## src/fsk_sync_defines.vh

```
// constants of the fsk receive acquisition block: register offsets,
// field positions, reset values and state codes.
// assumes an 8-bit register port with byte offsets given below.
`ifndef FSK_SYNC_DEFINES_VH
`define FSK_SYNC_DEFINES_VH

// ************************************
// register offsets
// ************************************
`define OFS_CTRL        8'h00
`define OFS_PRE_THR     8'h01
`define OFS_SYNC_THR    8'h02
`define OFS_INTERP      8'h03
`define OFS_PLEN_HIGH   8'h04
`define OFS_PLEN_LOW    8'h05
`define OFS_SW0_HIGH    8'h06
`define OFS_SW0_LOW     8'h07
`define OFS_SW1_HIGH    8'h08
`define OFS_SW1_LOW     8'h09
`define OFS_STATUS      8'h0a

// ************************************
// field positions
// ************************************
`define CTRL_TIMEOUT    0
`define CTRL_PDMODE     1
`define CTRL_SINGLE     2
`define CTRL_STRICT     3
`define INTERP_RAW      0
`define INTERP_FEC      1
`define ST_FREEZE       0
`define ST_SYNCED       1
`define ST_DECISION     2
`define ST_RAW          3
`define ST_FEC          4

// ************************************
// reset values
// ************************************
`define RST_CTRL        8'h00
`define RST_PRE_THR     8'h40
`define RST_SYNC_THR    4'h8
`define RST_INTERP      4'h0
`define RST_PLEN_HIGH   8'h00
`define RST_PLEN_LOW    8'h08
`define RST_WORD        8'h00

// ************************************
// detector states and figures
// ************************************
`define ST_LISTEN       2'h0
`define ST_LOCK         2'h1
`define ST_SYNC         2'h2
`define WORD_BITS       6'h10
`define CONCAT_BITS     6'h20
`define FULL_MATCH      5'h10

`endif

```

## src/fsk_rx_preamble_sync_detect.v

```verilog
// fsk receive acquisition: preamble detector and sync word detector
// with an 8-bit register port for its configuration and status.
// assumes demodulator bits and correlator values come from logic on
// sys_clk, each qualified by a one-cycle valid pulse.
//
// Notes on behaviour
// - searching preamble: listen, freeze status zero
// - correlation above threshold: lock, freeze one
// - timeout on: leave lock after preamble length
// - timeout off: leave lock when correlation drops
// - sync search only while preamble locked
// - dual sense: two hypotheses tested together
// - dual sense decision table, word zero preferred
// - single sense: word zero then one, decision zero
// - winning interpretation picks raw and fec
// - strict quality: only fully matching words accepted
// - each sync word sixteen bits, two bytes
// - interpretation bit zero selects raw mode
// - interpretation top bit enables fec
//
// The placing of the registers and the address-and-strobe port were left to the implementer.
`timescale 1ns/1ps
`include "fsk_sync_defines.vh"
`default_nettype none

module fsk_rx_preamble_sync_detect #(
  parameter CORR_W = 8                  // correlator value width
) (
  // clock and reset
  input  wire              sys_clk,
  input  wire              sys_rst,
  // receive control
  input  wire              rx_enable,         // high while in receive
  input  wire              frame_done,        // later stages finished frame
  // demodulator stream
  input  wire              bit_valid,         // one estimate per pulse
  input  wire              bit_value,         // binary frequency estimate
  input  wire              corr_valid,        // correlator sample strobe
  input  wire [CORR_W-1:0] corr_value,        // processed correlator output
  // register port
  input  wire [7:0]        reg_addr,
  input  wire [7:0]        reg_wdata,
  input  wire              reg_wr,
  input  wire              reg_rd,
  output reg  [7:0]        reg_rdata,
  // detector results
  output wire              gain_freeze_status, // high while locked or synced
  output reg               sync_found,         // one-cycle pulse on detection
  output reg               sync_decision_flag, // winning word index
  output reg               raw_mode_enable,    // raw decoding for this frame
  output reg               fec_enable          // fec decoding for this frame
);

  // ************************************
  // helpers
  // ************************************
  // number of equal bits between received window and a sync word
  function [4:0] match_count;
    input [15:0] rx;
    input [15:0] word;
    integer      i;
    reg   [4:0]  n;
    begin
      n = 5'h00;
      for (i = 0; i < 16; i = i + 1) begin
        n = n + {4'h0, ~(rx[i] ^ word[i])};
      end
      match_count = n;
    end
  endfunction

  // hypothesis test: above threshold, and full match when strict
  function hypo;
    input [4:0] cnt;
    input [3:0] thr;
    input       strict;
    begin
      hypo = (cnt > {1'b0, thr}) && (!strict || cnt == `FULL_MATCH);
    end
  endfunction

  // ************************************
  // configuration registers
  // ************************************
  reg [7:0]  ctrl;          // timeout, detect mode, single sense, strict
  reg [7:0]  pre_thr;       // preamble_detect_threshold
  reg [3:0]  sync_thr;      // sync_threshold
  reg [3:0]  interp;        // word one [3:2], word zero [1:0]
  reg [7:0]  plen_high;     // preamble_length_high
  reg [7:0]  plen_low;      // preamble_length_low
  reg [7:0]  sw0_high;      // sync_word_zero_high
  reg [7:0]  sw0_low;       // sync_word_zero_low
  reg [7:0]  sw1_high;      // sync_word_one_high
  reg [7:0]  sw1_low;       // sync_word_one_low

  wire        preamble_timeout_enable = ctrl[`CTRL_TIMEOUT];
  wire        preamble_detect_mode    = ctrl[`CTRL_PDMODE];
  wire        single_sense_select     = ctrl[`CTRL_SINGLE];
  wire        sync_strict_quality     = ctrl[`CTRL_STRICT];
  wire [1:0]  word_zero_interpretation = interp[1:0];
  wire [1:0]  word_one_interpretation  = interp[3:2];
  wire [15:0] sync_word_zero = {sw0_high, sw0_low};
  wire [15:0] sync_word_one  = {sw1_high, sw1_low};

  // register writes; host keeps the radio off while changing these
  always @(posedge sys_clk or posedge sys_rst) begin
    if (sys_rst) begin
      ctrl      <= `RST_CTRL;
      pre_thr   <= `RST_PRE_THR;
      sync_thr  <= `RST_SYNC_THR;
      interp    <= `RST_INTERP;
      plen_high <= `RST_PLEN_HIGH;
      plen_low  <= `RST_PLEN_LOW;
      sw0_high  <= `RST_WORD;
      sw0_low   <= `RST_WORD;
      sw1_high  <= `RST_WORD;
      sw1_low   <= `RST_WORD;
    end else if (reg_wr) begin
      case (reg_addr)
        `OFS_CTRL:      ctrl      <= {4'h0, reg_wdata[3:0]};
        `OFS_PRE_THR:   pre_thr   <= reg_wdata;
        `OFS_SYNC_THR:  sync_thr  <= reg_wdata[3:0];
        `OFS_INTERP:    interp    <= reg_wdata[3:0];
        `OFS_PLEN_HIGH: plen_high <= reg_wdata;
        `OFS_PLEN_LOW:  plen_low  <= reg_wdata;
        `OFS_SW0_HIGH:  sw0_high  <= reg_wdata;
        `OFS_SW0_LOW:   sw0_low   <= reg_wdata;
        `OFS_SW1_HIGH:  sw1_high  <= reg_wdata;
        `OFS_SW1_LOW:   sw1_low   <= reg_wdata;
        default:        ctrl      <= ctrl;  // unmapped or read-only: ignored
      endcase
    end
  end

  // ************************************
  // detector state
  // ************************************
  reg  [1:0]  state;        // listen, lock or sync
  reg  [1:0]  next_state;
  reg  [31:0] shift;        // last received estimates, newest in bit 0
  reg  [5:0]  fill;         // estimates collected since lock, saturating
  reg  [18:0] lock_bits;    // estimates spent in lock, for the timeout
  reg         above_prev;   // previous correlator sample above threshold

  wire [31:0] next_shift = {shift[30:0], bit_value};
  wire [5:0]  need_bits  = single_sense_select ? `CONCAT_BITS : `WORD_BITS;
  wire        window_ok  = ({1'b0, fill} + 7'h01) >= {1'b0, need_bits};
  wire [18:0] limit_bits = {plen_high, plen_low, 3'h0};  // octets to bits
  wire        corr_above = corr_value > pre_thr[CORR_W-1:0];

  // both words tested on the same window
  wire h0 = hypo(match_count(next_shift[15:0], sync_word_zero), sync_thr,
                 sync_strict_quality);
  wire h1 = hypo(match_count(next_shift[15:0], sync_word_one), sync_thr,
                 sync_strict_quality);
  // word zero first, then word one directly after it
  // strict mode demands every bit to agree
  wire hs = hypo(match_count(next_shift[31:16], sync_word_zero), sync_thr,
                 sync_strict_quality) &&
            hypo(match_count(next_shift[15:0], sync_word_one), sync_thr,
                 sync_strict_quality);

  // sync search only on fresh bits while locked
  wire        try_sync = (state == `ST_LOCK) && bit_valid && window_ok;
  wire        hit      = try_sync && (single_sense_select ? hs : (h0 || h1));
  // word zero wins when both hold; single sense always zero
  wire        win_one  = !single_sense_select && !h0 && h1;
  wire [1:0]  win_cfg  = win_one ? word_one_interpretation
                                 : word_zero_interpretation;

  // lock entry; mode one wants two samples in a row above threshold
  wire        lock_in  = corr_valid && corr_above &&
                         (!preamble_detect_mode || above_prev);
  // timeout once the preamble length has passed without sync
  wire        time_out = preamble_timeout_enable && bit_valid &&
                         (lock_bits + 19'h00001) >= limit_bits;
  // without timeout, lock ends as correlation falls
  wire        corr_lost = !preamble_timeout_enable && corr_valid && !corr_above;

  // next-state decision
  always @* begin
    next_state = state;
    case (state)
      `ST_LISTEN: begin
        // stay listening until a preamble shows
        if (lock_in) begin
          next_state = `ST_LOCK;
        end
      end
      `ST_LOCK: begin
        // a found word takes priority over a lock loss in the same cycle
        if (hit) begin
          next_state = `ST_SYNC;
        end else if (time_out || corr_lost) begin
          next_state = `ST_LISTEN;
        end
      end
      `ST_SYNC: begin
        // held for later decoding stages until the frame ends
        if (frame_done) begin
          next_state = `ST_LISTEN;
        end
      end
      default: begin
        next_state = `ST_LISTEN;
      end
    endcase
    if (!rx_enable) begin
      next_state = `ST_LISTEN;
    end
  end

  // state, bit window and counters
  always @(posedge sys_clk or posedge sys_rst) begin
    if (sys_rst) begin
      // reset starts in search with nothing pending
      state      <= `ST_LISTEN;
      shift      <= 32'h00000000;
      fill       <= 6'h00;
      lock_bits  <= 19'h00000;
      above_prev <= 1'b0;
    end else begin
      state <= next_state;
      // correlator history for the two-sample detect mode
      if (!rx_enable) begin
        above_prev <= 1'b0;
      end else if (corr_valid) begin
        above_prev <= corr_above;
      end
      if (next_state != `ST_LOCK || state != `ST_LOCK) begin
        // fresh window and timeout on every lock entry
        shift     <= 32'h00000000;
        fill      <= 6'h00;
        lock_bits <= 19'h00000;
      end else if (bit_valid) begin
        shift     <= next_shift;
        lock_bits <= lock_bits + 19'h00001;
        if (fill != `CONCAT_BITS) begin
          fill <= fill + 6'h01;
        end
      end
    end
  end

  // freeze status follows the detector state
  assign gain_freeze_status = (state != `ST_LISTEN);

  // ************************************
  // sync decision outputs
  // ************************************
  // decision latched when the word is found, cleared back in listen
  always @(posedge sys_clk or posedge sys_rst) begin
    if (sys_rst) begin
      sync_found         <= 1'b0;
      sync_decision_flag <= 1'b0;
      raw_mode_enable    <= 1'b0;
      fec_enable         <= 1'b0;
    end else begin
      sync_found <= hit && rx_enable;
      if (hit && rx_enable) begin
        sync_decision_flag <= win_one;
        raw_mode_enable    <= win_cfg[`INTERP_RAW];
        fec_enable         <= win_cfg[`INTERP_FEC];
      end else if (next_state == `ST_LISTEN) begin
        // no decision pending once back in search
        sync_decision_flag <= 1'b0;
        raw_mode_enable    <= 1'b0;
        fec_enable         <= 1'b0;
      end
    end
  end

  // ************************************
  // register read port
  // ************************************
  // data stand in the cycle after the strobe only; zero otherwise
  always @(posedge sys_clk or posedge sys_rst) begin
    if (sys_rst) begin
      reg_rdata <= 8'h00;
    end else if (reg_rd) begin
      case (reg_addr)
        `OFS_CTRL:      reg_rdata <= ctrl;
        `OFS_PRE_THR:   reg_rdata <= pre_thr;
        `OFS_SYNC_THR:  reg_rdata <= {4'h0, sync_thr};
        `OFS_INTERP:    reg_rdata <= {4'h0, interp};
        `OFS_PLEN_HIGH: reg_rdata <= plen_high;
        `OFS_PLEN_LOW:  reg_rdata <= plen_low;
        `OFS_SW0_HIGH:  reg_rdata <= sw0_high;
        `OFS_SW0_LOW:   reg_rdata <= sw0_low;
        `OFS_SW1_HIGH:  reg_rdata <= sw1_high;
        `OFS_SW1_LOW:   reg_rdata <= sw1_low;
        `OFS_STATUS:    reg_rdata <= {3'h0, fec_enable, raw_mode_enable,
                                      sync_decision_flag, state == `ST_SYNC,
                                      gain_freeze_status};
        default:        reg_rdata <= 8'h00;  // unmapped reads as zero
      endcase
    end else begin
      reg_rdata <= 8'h00;
    end
  end

endmodule

`default_nettype wire

```

## config.mk

```make
export PLATFORM = sky130hd
export DESIGN_NAME = fsk_rx_preamble_sync_detect
export DESIGN_NICKNAME = d
export VERILOG_FILES = /design/src/fsk_rx_preamble_sync_detect.v
export VERILOG_INCLUDE_DIRS = /design/src /design/src/src
export SDC_FILE = /design/constraint.sdc
export NUM_CORES = 1
export LEC_CHECK = 0
export ABC_CLOCK_PERIOD_IN_PS = 6600
export BUFFER_PORTS_ARGS = -buffer_cell sky130_fd_sc_hd__buf_2
export CORE_MARGIN = 2
export CORE_UTILIZATION = 40
export CTS_CLUSTER_DIAMETER = 60
export DETAILED_ROUTE_END_ITERATION = 8
export GPL_ROUTABILITY_DRIVEN = 1
export PLACE_DENSITY_LB_ADDON = 0.2
export REMOVE_ABC_BUFFERS = 1
export SYNTH_ARGS = -nofsm -noshare
export SYNTH_HDL_FRONTEND = slang
export SYNTH_SLANG_ARGS = --single-unit
```

## constraint.sdc

```tcl
create_clock -name sys_clk -period 6.6 [get_ports sys_clk]
set_input_delay 0.99 -clock sys_clk [delete_from_list [all_inputs] [get_ports sys_clk]]
set_output_delay 0.99 -clock sys_clk [all_outputs]
set_load 0.01 [all_outputs]
```

# After elaboration in Yosys (flattened, before gate mapping)
# Index checks and enable logic that the tools add are counted.
[totals]
elab_cells = 260
regBits = 139
in_bits = 33
out_inout_bits = 13
[op_classes]
n_eq_ne = 19
bitwise = 96
reduce_logical = 47
mux = 24
order_cmp = 6
n_addsub = 48
[ops]
columns = ["cell", "count"]
rows = [
  ["adder 5 x 1 -> 5 bit", 33],
  ["one-hot mux 8 bit (11 select lines)", 1],
  ["two-way mux 31 bit", 2],
  ["inverter 1 bit", 48],
  ["XOR 1 bit", 48],
  ["two-way mux 19 bit", 2],
  ["equality test 8 x 3 -> 1 bit (second input constant)", 4],
  ["equality test 8 x 4 -> 1 bit (second input constant)", 3],
  ["two-way mux 6 bit", 4],
  ["AND reduction 2 bit", 11],
  ["adder 19 x 1 -> 19 bit (second input constant)", 1],
  [">= comparator 19 bit", 1],
  ["equality test 8 x 2 -> 1 bit (second input constant)", 2],
  ["logical AND 1 bit", 16],
  ["adder 4 x 1 -> 5 bit", 3],
  ["equality test 5 bit (second input constant)", 3],
  ["greater-than comparator 5 x 4 -> 1 bit", 3],
  ["adder 3 x 1 -> 4 bit", 3],
  ["two-way mux 2 bit", 6],
  ["adder 2 x 1 -> 3 bit", 3],
  ["equality test 8 x 1 -> 1 bit (second input constant)", 1],
  ["greater-than comparator 8 bit", 1],
  ["logical NOT 8 bit", 1],
  ["two-way mux 8 bit", 1],
  ["other kinds (14)", 39],
]

# Depth between registers and ports, before layout
# Gate-level depths: netlist (run 1).
[logic_depth]
word_depth = 30
mapped_depth = 23
ltp_nobuf = 22

# Least setup slack after synthesis (run 1)
# Ideal clock, no wire load.
[synth_path]
path_kind = "in2reg"
start = "input port bit_value"
end = "register fec_enable"
path_slack_ns = 0.873
setup_ns = 0.136
required_ns = 6.464
n_path_buf = 0
t_arrival_ns = 5.591
path_stages = 17
cell_sequence = "xnor2_1 fa_1 inv_1 fa_1 fa_1 inv_1 fa_1 ha_1 fa_1 xor2_1 ha_1 a41o_1 a21oi_1 nand2_1 a311o_1 a211oi_1 o22ai_1"
[synth_via]
elab_chain_len = 28
elab_cells_between_ends = 57
cone_classes = "add/sub: 30; order compare: 2; eq/ne: 2; mux: 6; bitwise: 4; reduce/logical: 13"
[synth_rtl]
columns = ["item", "line", "text"]
rows = [
  ["start: declaration", "fsk_rx_preamble_sync_detect.v:37", "input wire bit_value,"],
  ["branches (longest 28 deep; another with adder 4 x 1 -> 5 bit)", "-", ""],
  ["end signal: assignment", "fsk_rx_preamble_sync_detect.v:263", "fec_enable <= win_cfg[`INTERP_FEC];"],
  ["end: declaration", "fsk_rx_preamble_sync_detect.v:51", "output reg fec_enable"],
]
# Parallel ways; which one is timed is not known.
# A chain may end at the register's enable or synchronous reset.

# Worst setup path after layout (run 1)
[layout_path]
start = "input port bit_value"
end = "register lock_bits[0]"
[layout_via]
elab_chain_len = 29
elab_cells_between_ends = 53
cone_classes = "add/sub: 30; order compare: 2; eq/ne: 3; mux: 5; bitwise: 4; reduce/logical: 9"
[layout_rtl]
columns = ["item", "line", "text"]
rows = [
  ["branches (longest 21 deep; another with adder 4 x 1 -> 5 bit)", "-", ""],
  ["two-way mux 1 bit *", "fsk_rx_preamble_sync_detect.v:165", "wire hit = try_sync && (single_sense_select ? hs : (h0 || h1));"],
  ["logical AND 1 bit *", "fsk_rx_preamble_sync_detect.v:165", ""],
  ["two-way mux 2 bit *", "fsk_rx_preamble_sync_detect.v:192", "if (hit) begin"],
  ["one-hot mux 2 bit (3 select lines) *", "fsk_rx_preamble_sync_detect.v:183", "case (state)"],
  ["two-way mux 2 bit *", "fsk_rx_preamble_sync_detect.v:208", "if (!rx_enable) begin"],
  ["!= test 2 x 1 -> 1 bit (no line) *", "-", ""],
  ["logical OR 1 bit (no line) *", "-", ""],
  ["two-way mux 19 bit or nonzero test 2 bit (tied branches)", "-", ""],
  ["end signal: assignment", "fsk_rx_preamble_sync_detect.v:237", "lock_bits <= lock_bits + 19'h00001;"],
  ["end: declaration", "fsk_rx_preamble_sync_detect.v:142", "reg [18:0] lock_bits;"],
]
# Mark *: on every way between the ends.

==> results of run 1 <==
==> cell usage in the layout, fill, tap and decap left out, drive strengths merged, types with 6 or more instances in the layout <==
cell type	count
ha	58
a21oi	31
a31oi	6
xor2	49
nor3	9
a211oi	6
nand4	13
nor2	88
inv	77
nand3	15
xnor2	46
and3	8
a222oi	6
dfrtp	136
clkinvlp	8
fa	30
o21ai	10
mux2i	44
o22ai	7
buf	49
mux2	71
nand2	47
clkbuf	18
==> area by class of cell <==
class	count	share of cell area
repair buffers	49	0.0269
multi-input cells	598	0.506
well taps	280	0.0351
clock inverters	14	0.0102
flip-flops and latches	139	0.349
inverters	76	0.0291
clock buffers	18	0.0430
diodes	1	0.000251
==> flip-flops by register name, summed over array words and instances, names as in the netlist, 6 cells and up <==
name and cells:
pre_thr 8, sw1_low 8, lock_bits 19, shift 31
sw1_high 8, sw0_low 8, fill 6, sw0_high 8
plen_high 8, plen_low 8, reg_rdata 8
==> worst paths after layout <==
| path | startpoint | end |
|---|---|---|
| setup / recovery | bit_value | lock_bits[0]$_DFFE_PP0P_ |
| hold / removal | sync_thr[2]$_DFFE_PP0P_ | sync_thr[2]$_DFFE_PP0P_ |
| setup reg to reg | sw0_low[0]$_DFFE_PP0P_ | lock_bits[0]$_DFFE_PP0P_ |
| hold reg to reg | sync_thr[2]$_DFFE_PP0P_ | sync_thr[2]$_DFFE_PP0P_ |
| max in group asynchronous | sys_rst | lock_bits[3]$_DFFE_PP0P_ |
| min in group asynchronous | sys_rst | shift[29]$_DFFE_PP0P_ |
==> critical path, stage by stage <==
cell and delay (ps):
buf_2 130, xnor2_1 150, fa_1 560, inv_1 60
fa_1 520, fa_1 550, inv_1 60, fa_1 470
ha_1 230, fa_1 410, xor2_1 220, ha_1 290
a41o_1 240, a21oi_1 200, nand2_1 100, a311o_1 410
nand4_1 190, buf_4 320, nor2_1 90
==> layer usage <==
layer	global-route usage	vias to the layer above	routed length (microns)
li1	-	2987	-
met1	0.298	3143	11400
met2	0.304	125	10100
met3	0.0293	27	758
met4	0.0695	0	480
met5	0	-	0
==> through the flow <==
step	power [W]	std cells	setup WS [ps]	setup TNS [ps]	instance area, sq um
floorplan	0.00145	813	-1.87	-105	8810
global placement	0.00162	1142	366	0	9440
detailed placement	0.00165	1142	259	0	9440
CTS	0.00253	1174	707	0	9970
global route	0.00267	1174	458	0	9970
finish	0.00250	1175	711	0	9970
==> cell families after synthesis <==
logic type,count (synthesis),synth area share
flops,139,0.389
simple gates,199,0.107
xor+xnor,95,0.0929
mux,115,0.138
fa+ha+maj,88,0.148
buf+inv,102,0.0482
compound gates,101,0.0774
==> report_power, final <==
part | internal (W) | switching [W] | leakage, nW
logic | 0.000316 | 0.000413 | 2.47
clock network | 0.000478 | 0.000387 | 0.236
registers | 0.000874 | 0.0000297 | 1.92
total | 0.00167 | 0.000830 | 4.62
==> run_results.csv, run 1 <==
group,metric,value,unit
floorplanning,rows,54,
logic_synthesis,yosysSeqAreaShare,0.389,
grt,grt_usage,0.202,
clock_network,numCtsBuffers,17,
timing,post-route-period-util,0.892,
final_layout,multiInputGateArea,5050,sq um
floorplanning,start_util,0.409,
final_layout,syn_to_final_growth,11.3,%
grt,antenna_found_initial,0,
route,drc,0,
grt,grt_pass1_vias,6408,
logic_synthesis,yosysTopAreaCell,"dfrtp_1",
final_layout,post-route-util,0.455,
logic_synthesis,yosysMostFrequentCell,"dfrtp_1",
logic_synthesis,netlist_top_cells_count,"dfrtp_1, nor2_1, inv_1, mux2_2, ha_1",
floorplanning,core_region_area,21900,sq um
logic_synthesis,synth_cells,839,
logic_synthesis,synth_edf_count,0,
clock_network,cts_tree,"built",
clock_network,clk_latency,430,ps
timing,maxSlewViolCount,0,
placed_design,dp.final_hpwl,17100,microns
timing,tightest_slew,865,ps
clock_network,cts_num_sinks,139,
timing,setup_viol,0,
critical_path,worstPathRequired,6900,ps
clock_network,cts_setup_buffers,0,
logic_synthesis,synth_area_leaders,"dfrtp_1, mux2_2, ha_1, fa_1, mux2i_1",
floorplanning,die_area,23600,sq um
clock_network,clk_pin_slew,60,ps
route,wl_per_cell,19.4,microns
route,drt-total-wl,22800,microns
logic_synthesis,synth_top_area_share,0.380,
critical_path,cp-start-kind,"input port",
worst_hold_path,hold_path_depth,1,
floorplanning,die_h,154,microns
run,maxCapViolations,0,
clock_network,clockBufferDepth,2,
timing,fmax,170,MHz
timing,rsz0062_at_grt,"no",
critical_path,r2r_slack,810,ps
final_layout,drive_gt1_frac,0.194,
power,leakage,4.62,nW
floorplanning,io_pins,46,
critical_path,worst_ep_arrival_time,6190,ps
route,dr.pass1.iters,7,
final_layout,nets,1002,
critical_path,crit_type,"in2reg",
final_layout,num-fill-cells,2140,
clock_network,cts-root-buf,"clkbuf_16",
placed_design,io_buffers,45,
logic_synthesis,syn_area,8960,sq um
clock_network,hold_buffers,0,
grt,grt_pass1_wl,36900,microns
logic_synthesis,ys_types,58,
worst_hold_path,hp-class,"reg2reg",
grt,grt_overflow,0,
placed_design,gp_congestion,0.854,
timing,maxSlewHeadroom,0.408,
route,drtIter0Drc,367,
critical_path,worstPathMaxFanout,25,
final_layout,regArea,3480,sq um
timing,post-route-min-period,5890,ps
run_status,status,"finished, final reports clean",
critical_path,r2r_cells,18,
logic_synthesis,avgSynthCellArea,10.7,sq um
power,ir_drop,178,uV
logic_synthesis,yosysWarnings,0,
clock_network,htreeDepth,4,
route,vias,6282,
logic_synthesis,synthFlopType,"dfrtp_1",
clock_network,cts_resized,0,
timing,clock_skew,8.21,ps
floorplanning,die_w,154,microns
route,post_drt_via_cell_ratio,5.35,
logic_synthesis,synth_seq_cells,139,
route,ant_nets,0,
power,power_density,251,nW/um^2
timing,hold_slack,537,ps
logic_synthesis,async_reset_ff_frac,1.00,
timing,hold_viol_final,0,
grt,grt_max_degree,74,
critical_path,crit_path_end_kind,"flop",
No activity file was read; power rests on OpenSTA's default activity.
==> run 2, diff against run 1 <==
--- a/config.mk
+++ b/config.mk
@@ -13,6 +13,7 @@
 export CTS_CLUSTER_DIAMETER = 60
 export DETAILED_ROUTE_END_ITERATION = 8
 export GPL_ROUTABILITY_DRIVEN = 1
+export MAX_ROUTING_LAYER = met4
 export PLACE_DENSITY_LB_ADDON = 0.2
 export REMOVE_ABC_BUFFERS = 1
 export SYNTH_ARGS = -nofsm -noshare
==> run 2 against run 1 <==
Effect of this change: combinational power about the same; clock-buffer cell count unchanged; sequential cell count unchanged; critical path depth unchanged; total power about the same; clock power about the same; first-iteration DRC count down 7.6%; sequential power about the same; critical path type unchanged; largest cell class unchanged; highest routed layer unchanged.
==> run_results.csv, run 2 (synthesized netlist as in run 1, its figures left out) <==
group,metric,value,unit
clock_network,htreeDepth,4,
placed_design,gp_congestion,0.868,
route,dr.pass1.iters,5,
floorplanning,io_pins,46,
power,swShare,0.332,
power,ir_drop,177,uV
critical_path,worst_path_max_delay_cell,"fa_1",
power,p_clk_frac,0.346,
floorplanning,die_area,23600,sq um
clock_network,hold_buffers,0,
critical_path,setup.worst_path.start,"bit_value",
route,dr_wl_met2,10100,microns
final_layout,stdcell_count,1174,
critical_path,r2r_slack,820,ps
final_layout,syn_to_final_growth,11.2,%
route,m1WireLength,11400,microns
power,power_density,251,nW/um^2
power,p_comb_frac,0.292,
timing,rsz0062_at_grt,"no",
floorplanning,die_h,154,microns
critical_path,crit_type,"in2reg",
route,routed.top_layer,"met4",
grt,grt_pass1_wl,36900,microns
route,vias,6268,
run_status,status,"finished, final reports clean",
timing,maxSlewViolCount,0,
critical_path,cp-start-kind,"input port",
grt,grt_overflow,0,
worst_hold_path,hp-class,"reg2reg",
power,leakage,4.62,nW
grt,grt_pass1_vias,6401,
final_layout,reg.largest.list,"shift x31, lock_bits x19",
worst_hold_path,holdCritStartpoint,"sync_thr[2]$_DFFE_PP0P_",
critical_path,crit_top_cell,"fa_1",
timing,clock_skew,8.18,ps
placed_design,io_buffers,45,
critical_path,worstPathRequired,6900,ps
timing,worst_slack,695,ps
critical_path,r2r-end,"lock_bits[3]$_DFFE_PP0P_",
power,power.internal,0.00167,W
critical_path,crit_buf_inv,4,
timing,hold_viol_final,0,
final_layout,drive_gt1_frac,0.194,
clock_network,cts_setup_buffers,0,
timing,maxSlewHeadroom,0.420,
clock_network,clockBufferDepth,2,
critical_path,worstPathMaxFanout,25,
clock_network,numCtsBuffers,17,
route,drt-total-wl,22800,microns
critical_path,crit_path_end_kind,"flop",
placed_design,dp.cells,1142,
timing,post-route-min-period,5900,ps
critical_path,cp_top_family,"adder cells",
critical_path,worst_ep_arrival_time,6200,ps
critical_path,r2r-start,"sw0_low[0]$_DFFE_PP0P_",
power,netSwitchingPower,0.000829,W
final_layout,nets,1002,
run,maxCapViolations,0,
clock_network,cts_tree,"built",
route,dr_wl_met3,753,microns
placed_design,dp.final_hpwl,17100,microns
route,wl_per_cell,19.4,microns
floorplanning,core_region_area,21900,sq um
worst_hold_path,hold_path_depth,1,
clock_network,clk_pin_slew,60,ps
timing,post-route-period-util,0.895,
placed_design,post-place-ws,259,ps
clock_network,cts_num_sinks,139,
floorplanning,start_util,0.409,
clock_network,cts-root-buf,"clkbuf_16",
route,post_drt_via_cell_ratio,5.34,
route,ant_nets,0,
final_layout,post-route-util,0.455,
route,drtIter0Drc,339,
critical_path,r2r_cells,18,
worst_hold_path,hold_path_end,"sync_thr[2]$_DFFE_PP0P_",
route,drc,0,
grt,antenna_found_initial,0,
final_layout,largest_reg_flops,31,
timing,setup_viol,0,
timing,tightest_slew,848,ps
critical_path,crit_chain,"buf_2, xnor2_1, fa_1, inv_1, fa_1, fa_1, inv_1, fa_1, ha_1, fa_1, xor2_1, ha_1, a41o_1, a21oi_1, nand2_1, a311o_1, nand4_1, buf_4, nor2_1",
final_layout,diodes,0,
grt,grt_usage,0.208,
final_layout,final_common_cell,"dfrtp_1",
final_layout,top_register,"shift",
timing,fmax,169,MHz
grt,grt_max_degree,74,
power,power_frac_seq,0.362,
final_layout,final_cell_mix,"dfrtp_1, nor2_1, inv_1, mux2_2, ha_1",
clock_network,clk_latency,430,ps
floorplanning,rows,54,
critical_path,cpPeakStageDelay,560,ps
clock_network,cts_resized,0,
floorplanning,die_w,154,microns
-- run 2: cell count changes in the layout (fill, tap and decap cells not counted), sizes merged --
cell,previous run,this run
diode,1,0
-- run 2: through the flow --
step	power, W	hold slack [ps]	TNS [ps]	area, sq um
detailed placement	0.00165	524	0	9440
global route	0.00267	558	0	9970
finish	0.00250	536	0	9970
CTS	0.00253	539	0	9970
floorplan	0.00145	494	-105	8810
global placement	0.00162	519	0	9440
-- run 2: layout make-up --
type / instances / area, sq um
Multi-Input combinational cell: 598 / 5050
Tap cell: 280 / 350
Clock buffer: 18 / 429
Timing Repair Buffer: 49 / 268
Inverter: 76 / 290
Fill cell: 2141 / 11900
Sequential cell: 139 / 3480
Clock inverter: 14 / 101
-- run 2: worst max path at each step --
stage	endpoint	slack, ps	depth (start not counted)
after floorplan	fill[0]$_DFFE_PP0P_	-2	17
after global placement	lock_bits[6]$_DFFE_PP0P_	370	19
after global routing	fec_enable$_DFFE_PP0P_	460	18
after detailed placement	lock_bits[18]$_DFFE_PP0P_	260	19
final	lock_bits[3]$_DFFE_PP0P_	700	19
after CTS	fill[3]$_DFFE_PP0P_	710	19
-- run 2: routing by layer --
| metal | vias to the layer above | track usage |
|---|---|---|
| li1 | 2983 | - |
| met3 | 28 | 0.0273 |
| met5 | - | - |
| met2 | 129 | 0.304 |
| met4 | 0 | 0.0695 |
| met1 | 3128 | 0.299 |
-- run 2: power groups by stage --
stage	Clock, W	Combinational (W)	Sequential, W
after floorplan	0	0.000541	0.000905
after global placement	0	0.000703	0.000919
after detailed placement	0	0.000732	0.000919
after CTS	0.000886	0.000736	0.000904
after global routing	0.000922	0.000838	0.000906
final	0.000864	0.000731	0.000904
-- run 2: worst register-to-register path: stages (launching register included) --
cell	delay (ps)
dfrtp_1	510
xnor2_1	220
fa_1	560
inv_1	60
fa_1	520
fa_1	550
inv_1	60
fa_1	470
ha_1	230
fa_1	420
xor2_1	220
ha_1	290
a41o_1	240
a21oi_1	200
nand2_1	110
a311o_1	420
nand4_1	190
buf_4	320
nor2_1	100
==> run 3, diff against run 2 <==
--- a/config.mk
+++ b/config.mk
@@ -8,13 +8,14 @@
 export LEC_CHECK = 0
 export ABC_CLOCK_PERIOD_IN_PS = 6600
 export BUFFER_PORTS_ARGS = -buffer_cell sky130_fd_sc_hd__buf_2
+export CAP_MARGIN = 15
 export CORE_MARGIN = 2
 export CORE_UTILIZATION = 40
 export CTS_CLUSTER_DIAMETER = 60
 export DETAILED_ROUTE_END_ITERATION = 8
 export GPL_ROUTABILITY_DRIVEN = 1
 export MAX_ROUTING_LAYER = met4
-export PLACE_DENSITY_LB_ADDON = 0.2
+export PLACE_DENSITY = 0.61
 export REMOVE_ABC_BUFFERS = 1
 export SYNTH_ARGS = -nofsm -noshare
 export SYNTH_HDL_FRONTEND = slang
==> run 3 against run 2 <==
Effect of this change: final cell count hardly changed; clock skew is 0.90 ps lower; clock power is 13% higher; die area stayed put; sequential share of layout area is 0.20 points lower; sequential cell count stayed put; final area is 0.59% higher; setup slack better by 150 ps; non-clock buffer count is 1 lower; critical path type unchanged; critical endpoint is now shift[10]$_DFFE_PP0P_.
==> run_results.csv, run 3 (synthesized netlist as in run 1, its figures left out) <==
group,metric,value,unit
floorplanning,core_region_area,21900,sq um
clock_network,hold_buffers,0,
timing,hold_viol_final,0,
timing,fmax,174,MHz
critical_path,r2r-start,"sw0_low[0]$_DFFE_PP0P_",
floorplanning,die_area,23600,sq um
final_layout,final_cell_mix,"dfrtp_1, nor2_1, inv_1, mux2_2, ha_1",
timing,fin_setup_tns,0,ps
critical_path,crit_type,"in2reg",
timing,maxSlewHeadroom,0.354,
floorplanning,start_util,0.409,
route,post_drt_via_cell_ratio,5.36,
final_layout,reg.largest.list,"shift x31, lock_bits x19",
power,p_comb_frac,0.274,
power,netSwitchingPower,0.000821,W
power,swShare,0.317,
clock_network,numCtsBuffers,17,
grt,grt_usage,0.201,
clock_network,clk_pin_slew,60,ps
grt,grt_max_degree,74,
power,p_clk_frac,0.377,
final_layout,largest_reg_flops,31,
placed_design,post-place-ws,382,ps
worst_hold_path,hold_path_end,"shift[30]$_DFFE_PP0P_",
final_layout,multiInputGateArea,5050,sq um
clock_network,cts_setup_buffers,0,
grt,antenna_found_initial,0,
final_layout,nets,1001,
critical_path,worstPathMaxFanout,56,
final_layout,final_common_cell,"dfrtp_1",
critical_path,crit_path_end_kind,"flop",
power,ir_drop,174,uV
route,drtIter0Drc,396,
critical_path,cp-start-kind,"input port",
route,drt-total-wl,22000,microns
power,leakage,4.66,nW
critical_path,worstPathRequired,6900,ps
clock_network,htreeDepth,4,
worst_hold_path,holdCritStartpoint,"shift[30]$_DFFE_PP0P_",
final_layout,regArea,3480,sq um
power,finalPower,0.00259,W
floorplanning,die_h,154,microns
worst_hold_path,hold_path_depth,2,
final_layout,syn_to_final_growth,11.9,%
clock_network,clockBufferDepth,2,
final_layout,diodes,0,
floorplanning,io_pins,46,
placed_design,io_buffers,45,
run_status,status,"finished, final reports clean",
route,wl_per_cell,18.8,microns
final_layout,top_register,"shift",
placed_design,dp.final_hpwl,16400,microns
clock_network,cts_num_sinks,139,
floorplanning,die_w,154,microns
grt,grt_pass1_wl,35800,microns
timing,worst_slack,843,ps
clock_network,cts_resized,0,
clock_network,cts_tree,"built",
critical_path,r2r-end,"shift[10]$_DFFE_PP0P_",
final_layout,num-fill-cells,2092,
timing,post-route-period-util,0.872,
power,power_frac_seq,0.349,
timing,clock_skew,7.28,ps
final_layout,post-route-util,0.458,
timing,post-route-min-period,5760,ps
power,power_density,258,nW/um^2
clock_network,cts-root-buf,"clkbuf_16",
route,vias,6290,
clock_network,clk_latency,430,ps
final_layout,drive_gt1_frac,0.193,
worst_hold_path,hp-class,"reg2reg",
route,ant_nets,0,
route,dr.pass1.iters,7,
critical_path,r2r_cells,18,
floorplanning,rows,54,
critical_path,r2r_slack,1000,ps
timing,maxSlewViolCount,0,
grt,grt_overflow,0,
route,drc,0,
timing,rsz0062_at_grt,"no",
power,power.internal,0.00177,W
placed_design,gp_congestion,0.890,
timing,tightest_slew,944,ps
timing,hold_slack,547,ps
critical_path,worst_ep_arrival_time,6060,ps
timing,setup_viol,0,
run,maxCapViolations,0,
grt,grt_pass1_vias,6387,
## run 3: cell count changes in the layout (fill, tap and decap cells not counted), sizes merged
cell	change
bufinv	+2
clkinvlp	-2
clkinv	-3
buf	-1
inv	+1
clkbuf	+2
## run 3: worst max-delay path by stage
| stage | start | endpoint | cells past startpoint |
|---|---|---|---|
| 2_1_floorplan | bit_value | fill[0]$_DFFE_PP0P_ | 17 |
| 3_3_place_gp | bit_value | shift[2]$_DFFE_PP0P_ | 19 |
| 3_5_place_dp | bit_value | shift[10]$_DFFE_PP0P_ | 19 |
| 4_1_cts | bit_value | shift[7]$_DFFE_PP0P_ | 19 |
| 5_1_grt | bit_value | lock_bits[0]$_DFFE_PP0P_ | 20 |
| 6_report | bit_value | shift[10]$_DFFE_PP0P_ | 19 |
## run 3: metal layers
layer,global-route usage,routed length [microns],vias to the layer above
met5,-,0,-
met4,0.0603,376,0
met3,0.0389,943,20
met2,0.297,9950,133
met1,0.281,10800,3155
li1,-,-,2982
## run 3: layout make-up
class,instances,share of cell area
clock inverters,12,0.0140
inverters,76,0.0289
clock buffers,20,0.0455
repair buffers,48,0.0260
well taps,280,0.0349
multi-input cells,598,0.503
flip-flops and latches,139,0.347
## run 3: power by group through the flow
| stage | Combinational, W | Clock [W] | Sequential (W) |
|---|---|---|---|
| after floorplan | 0.000541 | 0 | 0.000905 |
| after global placement | 0.000689 | 0 | 0.000918 |
| after detailed placement | 0.000714 | 0 | 0.000919 |
| after CTS | 0.000717 | 0.000989 | 0.000903 |
| after global routing | 0.000821 | 0.00103 | 0.000905 |
| final | 0.000709 | 0.000976 | 0.000903 |
## run 3: critical path: stages
cell     delay (ps)
buf_2           140
xnor2_1         150
fa_1            550
inv_1            50
fa_1            500
fa_1            540
inv_1            50
fa_1            470
ha_1            240
fa_1            400
xor2_1          210
ha_1            290
a41o_1          230
a21oi_1         190
nand2_1         100
a311o_1         410
nand4_1         160
buf_12          270
nor2_1           90
## run 3: stage by stage
step                      area (sq um)  std cells
after floorplan                   8810        813
after global placement            9430       1141
after detailed placement          9430       1141
after CTS                        10000       1173
after global routing             10000       1173
final                            10000       1173
